===== src/rtl/irq_mask_pkg.sv =====
package irq_mask_pkg;
    // ------------------------------------------------------------
    // register byte offsets
    // ------------------------------------------------------------
    localparam logic [7:0] MASK_SET_OFFS   = 8'h88;
    localparam logic [7:0] MASK_CLR_OFFS   = 8'h8C;
    localparam logic [7:0] TXEV_SET_OFFS   = 8'h90;
    localparam logic [7:0] TXEV_CLR_OFFS   = 8'h94;
    localparam logic [7:0] TXMSK_SET_OFFS  = 8'h98;
    localparam logic [7:0] TXMSK_CLR_OFFS  = 8'h9C;
    localparam logic [7:0] EVENT_RD_OFFS   = 8'h80;

    // ------------------------------------------------------------
    // field layout
    // ------------------------------------------------------------
    localparam int          GLOBAL_IRQ_GATE_BIT   = 31;
    localparam int          ISO_TRANSMIT_SUM_BIT  = 6;
    localparam int          ISO_RECEIVE_SUM_BIT   = 7;
    localparam int          TX_CONTEXTS           = 8;
    localparam logic [31:0] MASK_WRITABLE         = 32'h81FF_83FF;
    localparam logic [31:0] MASK_RESET            = 32'h0000_0000;
    localparam logic [7:0]  TXEV_RESET            = 8'h00;
    localparam logic [7:0]  TXMSK_RESET           = 8'h00;
    localparam logic [31:0] UNMAPPED_READ         = 32'h0000_0000;
endpackage : irq_mask_pkg


===== src/rtl/edge_rise_detect.sv =====
`timescale 1ns/1ps
module edge_rise_detect #(
    parameter int WIDTH = 8
) (
    input  wire logic             i_mclk,
    input  wire logic             i_nrst,
    input  wire logic [WIDTH-1:0] i_level,
    output logic      [WIDTH-1:0] o_rise
);
    logic [WIDTH-1:0] prev;

    always_ff @(posedge i_mclk or negedge i_nrst) begin
        if (!i_nrst) begin
            prev <= '0;
        end else begin
            prev <= i_level;
        end
    end

    assign o_rise = i_level & ~prev;
endmodule : edge_rise_detect


===== src/rtl/wb_slave_decode.sv =====
`timescale 1ns/1ps
module wb_slave_decode (
    input  wire logic        i_mclk,
    input  wire logic        i_nrst,
    input  wire logic        i_cyc,
    input  wire logic        i_stb,
    input  wire logic        i_we,
    input  wire logic [3:0]  i_sel,
    output logic             o_wr_pulse,
    output logic             o_rd_pulse,
    output logic [31:0]      o_lane_mask,
    output logic             o_ack
);
    // ------------------------------------------------------------
    // one-wait-state classic handshake
    // ------------------------------------------------------------
    logic ack;
    wire  req = i_cyc & i_stb & ~ack;

    always_ff @(posedge i_mclk or negedge i_nrst) begin
        if (!i_nrst) begin
            ack <= 1'b0;
        end else begin
            ack <= req;
        end
    end

    assign o_ack       = ack;
    assign o_wr_pulse  = req & i_we;
    assign o_rd_pulse  = req & ~i_we;
    assign o_lane_mask = {{8{i_sel[3]}}, {8{i_sel[2]}}, {8{i_sel[1]}}, {8{i_sel[0]}}};
endmodule : wb_slave_decode


===== src/rtl/host_irq_mask_iso_tx.sv =====
`timescale 1ns/1ps
module host_irq_mask_iso_tx #(
    parameter int CONTEXTS = irq_mask_pkg::TX_CONTEXTS
) (
    input  wire logic                i_mclk,
    input  wire logic                i_nrst,
    input  wire logic                i_cyc,
    input  wire logic                i_stb,
    input  wire logic                i_we,
    input  wire logic [7:0]          i_adr,
    input  wire logic [3:0]          i_sel,
    input  wire logic [31:0]         i_dat,
    input  wire logic [31:0]         i_event,
    input  wire logic [CONTEXTS-1:0] i_ctx_last_done,
    input  wire logic [CONTEXTS-1:0] i_ctx_irq_bits_set,
    output logic      [31:0]         o_dat,
    output logic                     o_ack,
    output logic                     o_irq,
    output logic                     o_iso_transmit_summary
);
    // ------------------------------------------------------------
    // bus decode
    // ------------------------------------------------------------
    logic        wr_pulse;
    logic        rd_pulse;
    logic [31:0] lane;
    logic        ack;

    wb_slave_decode u_bus (
        .i_mclk      (i_mclk),
        .i_nrst      (i_nrst),
        .i_cyc       (i_cyc),
        .i_stb       (i_stb),
        .i_we        (i_we),
        .i_sel       (i_sel),
        .o_wr_pulse  (wr_pulse),
        .o_rd_pulse  (rd_pulse),
        .o_lane_mask (lane),
        .o_ack       (ack)
    );

    wire [31:0] wdat_ones = i_dat & lane;
    wire hit_mask_set  = (i_adr == irq_mask_pkg::MASK_SET_OFFS);
    wire hit_mask_clr  = (i_adr == irq_mask_pkg::MASK_CLR_OFFS);
    wire hit_txev_set  = (i_adr == irq_mask_pkg::TXEV_SET_OFFS);
    wire hit_txev_clr  = (i_adr == irq_mask_pkg::TXEV_CLR_OFFS);
    wire hit_txmsk_set = (i_adr == irq_mask_pkg::TXMSK_SET_OFFS);
    wire hit_txmsk_clr = (i_adr == irq_mask_pkg::TXMSK_CLR_OFFS);
    wire hit_event     = (i_adr == irq_mask_pkg::EVENT_RD_OFFS);

    // ------------------------------------------------------------
    // interrupt enable mask
    // ------------------------------------------------------------
    logic [31:0] mask;
    wire  [31:0] mask_set_bits = (wr_pulse & hit_mask_set) ? wdat_ones : 32'h0000_0000;
    wire  [31:0] mask_clr_bits = (wr_pulse & hit_mask_clr) ? wdat_ones : 32'h0000_0000;
    // reserved positions never store, so they read zero
    wire  [31:0] next_mask = ((mask & ~mask_clr_bits) | mask_set_bits)
                             & irq_mask_pkg::MASK_WRITABLE;

    always_ff @(posedge i_mclk or negedge i_nrst) begin
        if (!i_nrst) begin
            mask <= irq_mask_pkg::MASK_RESET;
        end else begin
            mask <= next_mask;
        end
    end

    // ------------------------------------------------------------
    // per-context transmit mask
    // ------------------------------------------------------------
    logic [CONTEXTS-1:0] tx_mask;
    wire  [CONTEXTS-1:0] txm_set = (wr_pulse & hit_txmsk_set) ? wdat_ones[CONTEXTS-1:0] : '0;
    wire  [CONTEXTS-1:0] txm_clr = (wr_pulse & hit_txmsk_clr) ? wdat_ones[CONTEXTS-1:0] : '0;

    always_ff @(posedge i_mclk or negedge i_nrst) begin
        if (!i_nrst) begin
            tx_mask <= '0;
        end else begin
            tx_mask <= (tx_mask & ~txm_clr) | txm_set;
        end
    end

    // ------------------------------------------------------------
    // transmit context event bits
    // ------------------------------------------------------------
    wire [CONTEXTS-1:0] ctx_irq = i_ctx_last_done & i_ctx_irq_bits_set;
    logic [CONTEXTS-1:0] ctx_rise;

    edge_rise_detect #(
        .WIDTH (CONTEXTS)
    ) u_edge (
        .i_mclk  (i_mclk),
        .i_nrst  (i_nrst),
        .i_level (ctx_irq),
        .o_rise  (ctx_rise)
    );

    logic [CONTEXTS-1:0] tx_context_event_bit;
    wire  [CONTEXTS-1:0] txe_set = (wr_pulse & hit_txev_set) ? wdat_ones[CONTEXTS-1:0] : '0;
    wire  [CONTEXTS-1:0] txe_clr = (wr_pulse & hit_txev_clr) ? wdat_ones[CONTEXTS-1:0] : '0;
    logic [CONTEXTS-1:0] next_txev;

    genvar g;
    generate
        for (g = 0; g < CONTEXTS; g++) begin : g_ctx
            // set wins over a same-cycle clear
            assign next_txev[g] = ctx_rise[g] | txe_set[g]
                                  | (tx_context_event_bit[g] & ~txe_clr[g]);
        end
    endgenerate

    always_ff @(posedge i_mclk or negedge i_nrst) begin
        if (!i_nrst) begin
            tx_context_event_bit <= '0;
        end else begin
            tx_context_event_bit <= next_txev;
        end
    end

    // ------------------------------------------------------------
    // summary and interrupt output
    // ------------------------------------------------------------
    wire         iso_transmit_summary = |(tx_context_event_bit & tx_mask);
    logic [31:0] event_view;

    always_comb begin
        event_view = i_event;
        event_view[irq_mask_pkg::ISO_TRANSMIT_SUM_BIT] = iso_transmit_summary;
    end

    // each enable is a per-bit and of mask and event
    wire [30:0] gated   = event_view[30:0] & mask[30:0];
    wire        next_irq = mask[irq_mask_pkg::GLOBAL_IRQ_GATE_BIT] & (|gated);

    // ------------------------------------------------------------
    // read data
    // ------------------------------------------------------------
    wire [31:0] txev_word  = {{(32-CONTEXTS){1'b0}}, tx_context_event_bit};
    wire [31:0] txclr_word = {{(32-CONTEXTS){1'b0}}, tx_context_event_bit & tx_mask};
    wire [31:0] txm_word   = {{(32-CONTEXTS){1'b0}}, tx_mask};
    wire [31:0] rd_word;

    assign rd_word = (hit_mask_set | hit_mask_clr)  ? mask :
                     hit_txev_set                   ? txev_word :
                     hit_txev_clr                   ? txclr_word :
                     (hit_txmsk_set | hit_txmsk_clr) ? txm_word :
                     hit_event                      ? event_view :
                     irq_mask_pkg::UNMAPPED_READ;

    logic [31:0] rdata;
    logic        irq;
    logic        summary;

    always_ff @(posedge i_mclk or negedge i_nrst) begin
        if (!i_nrst) begin
            rdata   <= 32'h0000_0000;
            irq     <= 1'b0;
            summary <= 1'b0;
        end else begin
            rdata   <= rd_pulse ? rd_word : 32'h0000_0000;
            irq     <= next_irq;
            summary <= iso_transmit_summary;
        end
    end

    assign o_dat                  = rdata;
    assign o_ack                  = ack;
    assign o_irq                  = irq;
    assign o_iso_transmit_summary = summary;
endmodule : host_irq_mask_iso_tx


===== config.mk =====
export PLATFORM = sky130hd
export DESIGN_NAME = host_irq_mask_iso_tx
export DESIGN_NICKNAME = d
export VERILOG_FILES = /design/src/rtl/irq_mask_pkg.sv /design/src/rtl/edge_rise_detect.sv /design/src/rtl/wb_slave_decode.sv /design/src/rtl/host_irq_mask_iso_tx.sv
export SDC_FILE = /design/constraint.sdc
export NUM_CORES = 1
export LEC_CHECK = 0
export BUFFER_PORTS_ARGS = -buffer_cell sky130_fd_sc_hd__buf_2
export CAP_MARGIN = 20
export CORE_MARGIN = 4
export CORE_UTILIZATION = 49
export CTS_CLUSTER_SIZE = 30
export DETAILED_ROUTE_END_ITERATION = 8
export GPL_TIMING_DRIVEN = 0
export PLACE_DENSITY = 0.82
export SYNTH_ARGS = -nofsm -noshare
export SYNTH_HDL_FRONTEND = slang
export SYNTH_SLANG_ARGS = --single-unit
export TNS_END_PERCENT = 100

===== constraint.sdc =====
create_clock -name i_mclk -period 2.3 [get_ports i_mclk]
set_input_delay 0.46 -clock i_mclk [delete_from_list [all_inputs] [get_ports i_mclk]]
set_output_delay 0.46 -clock i_mclk [all_outputs]
set_load 0.1 [all_outputs]

==> run_results.csv <==
group,metric,value,unit
run_status,outcome,"finished, final reports clean",
critical_path,criticalPathCategory,"input pin to flop",
synth,syn-num-nets,436,
cts,root_buffer,"clkbuf_8",
pwr,ir_drop,0.332,mV
floorplanning,die_y,93.5,µm
critical_path,worst-path-max-fanout,10,
drt,drt-initial-drc-count,355,
layout,n_antenna_cell,0,
cts,clock_sinks,80,
cts,cts.path.max_buffers,2,
min_path,holdPathStages,3,
synth,synth_most_common_cell,"dfrtp_1",
timing,clock_skew,0.0103,ns
critical_path,cp.arrival,2.18,ns
synth,muxShareOfSynthArea,4.05,%
place,io_buffers,116,
synth,synth-main-ff-cell,"dfrtp_1",
global_routing,grt_overflow,0,
layout,multiInputGateArea,1460,µm²
synth,synth_edf_count,0,
floorplanning,die_area,8740,µm²
cts,clk_latency,0.35,ns
layout,final_layout_size_suffix_gt1_share,33.4,%
timing,finalMaxSlewViolations,0,
drt,ant_nets,0,
layout,final_cells,569,
synth,yosysWarnings,0,
layout,fillers,598,
synth,synth_top_family_by_area,"compound AO/OA/AOI/OAI gates",
drt,drt-pass1-iter-count,6,
global_routing,antenna_found_initial,0,
critical_path,cp_data_required_time,2.49,ns
place,dp_hpwl,7540,µm
critical_path,endpoint_kind,"flop",
layout,seq_area,2000,µm²
run,maxCapViolCount,0,
min_path,hold_path_class,"input pin to flop",
global_routing,grt_pass1_wl,15700,µm
synth,netlist_instances,339,
pwr,power.total,2.74,mW
synth,syn_area_per_cell,10.6,µm²
layout,nets,565,
synth,synth_top_area_cell,"dfrtp_1",
floorplanning,io-pin-count,132,
cts,cts_tree,"done",
floorplanning,coreArea,6940,µm²
synth,synthTopCellsByCount,"80 x dfrtp_1, 37 x o21ai_0, 30 x nand2_1",
cts,cts-buffers-inserted,9,
cts,htree_levels,3,
synth,yosys.area_share.simple,15.0,%
timing,setup_viol,0,
timing,tightest_slew,0.581,ns
floorplanning,rows,30,
timing,slew_headroom,61.2,%
pwr,p_leak,2.24,nW
synth,async_flop_share,100,%
timing,hold_viol_final,0,
drt,num_vias,3240,
synth,synth_area,3580,µm²
timing,fin_crit,1.99,ns
critical_path,rr_worst_depth,5,
synth,synth_area_leaders,"dfrtp_1 56%, a22oi_1 5.2%, o21ai_0 5.2%",
synth,seq_area_frac_synth,55.9,%
floorplanning,initial_core_util,51.5,%
timing,whs,0.306,ns
timing,fmax,503,MHz
cts,path_clk_slew,0.09,ns
global_routing,grt_pass1_vias,3145,
drt,wl_per_cell,17.5,µm
synth,synth-adder-area-share,0,%
place,placed_cells,552,
synth,synth_top_cell_area_share,55.9,%
synth,synth_xor_area_share,0,%
critical_path,cp-start-kind,"input pin",
drt,viasPerCell,5.69,
synth,synth_cell_type_count,44,
timing,post-route-period-util,86.5,%
synth,synth_seq_cells,80,
drt,wl,9940,µm
pwr,p_per_area,605,nW/µm²
drt,drc,0,
timing,rsz0062_at_grt,"no",
layout,areaGrowthSynthToFinish,26.6,%
place,place_congestion,0.911,
synth,synth_compound_area_share,21.5,%
floorplanning,fp.dieW,93.5,µm
global_routing,grt_usage,23.3,%
global_routing,grt_max_degree,58,
-- state kept, by name, summed over array words and instances (netlist names) --
register                count
mask                       21
o_dat                      32
o_irq                       1
o_iso_transmit_summary      1
tx_context_event_bit        8
tx_mask                     8
u_bus.o_ack                 1
u_edge.prev                 8
-- cells in the final DEF, fill, tap and decap left out, drive strengths merged, types with 3 or more instances in the layout --
| cell | instances |
|---|---|
| nand4 | 3 |
| o21ai | 37 |
| nand3 | 21 |
| and2 | 11 |
| a21oi | 3 |
| o221ai | 8 |
| nor2 | 20 |
| nand2 | 30 |
| o31ai | 16 |
| buf | 121 |
| o221a | 4 |
| a22oi | 25 |
| dfrtp | 80 |
| mux2 | 12 |
| a31oi | 4 |
| clkbuf | 26 |
| a222oi | 3 |
| inv | 12 |
-- path summary, 6_finish.rpt --
kind | from | to | slack, ns
min in group asynchronous | i_nrst | u_edge.prev[3] | 0.56
min reg2reg | u_bus.o_ack | u_bus.o_ack | 0.46
min | i_ctx_irq_bits_set[4] | u_edge.prev[4] | 0.31
max | i_adr[4] | o_dat[6] | 0.31
max in group asynchronous | i_nrst | tx_mask[5] | 1.16
max reg2reg | u_bus.o_ack | o_dat[1] | 0.31
-- layer usage --
metal / share of wire (%) / global-route usage, %
met5: 0 / 0
met4: 1.8 / 9.28
met2: 47 / 37.0
met1: 42 / 31.8
met3: 9.3 / 4.26
-- kinds of logic after synthesis --
| kind of cell | count (synthesis) |
|---|---|
| DFF | 80 |
| buffers and inverters | 30 |
| muxes | 13 |
| AOI/OAI and AO/OA | 111 |
| and+or+nand+nor | 105 |
-- critical path, stage by stage --
cell and delay [ns]:
buf_2 0.10, clkbuf_1 0.33, nor3b_1 0.55, a22o_1 0.21
a21boi_0 0.08, a2111oi_0 0.44
-- layout make-up --
cell class	instances	area share, %
flip-flops and latches	80	44.2
multi-input cells	229	32.1
repair buffers	118	13.7
clock buffers	11	3.12
well taps	96	2.65
plain buffers	19	1.88
clock inverters	5	1.41
inverters	11	0.911
-- timing repair --
item / 4_1_cts / 5_1_grt
hold buffers: 1 / 0
gates resized for setup: 0 / 1
endpoints found under the hold margin: 3 / 0
setup buffers: 0 / 0
setup endpoints to repair: 0 / 6
-- where the power goes --
part	internal (mW)	switching, mW
registers	1.42	0.00741
clock network	0.540	0.531
logic	0.0888	0.157
-- metrics by stage --
step                      area [µm²]  setup TNS (ns)  util, %  setup slack [ns]
after detailed placement        4310           -3.89     62.1            -0.203
final                           4530               0     65.2             0.310
after floorplan                 3580               0        -            0.0574
after global placement          4280           -3.78     61.6            -0.188
after CTS                       4530               0     65.2             0.180
after global routing            4530               0     65.2            0.0994
Power figures use the tool's default switching activity.
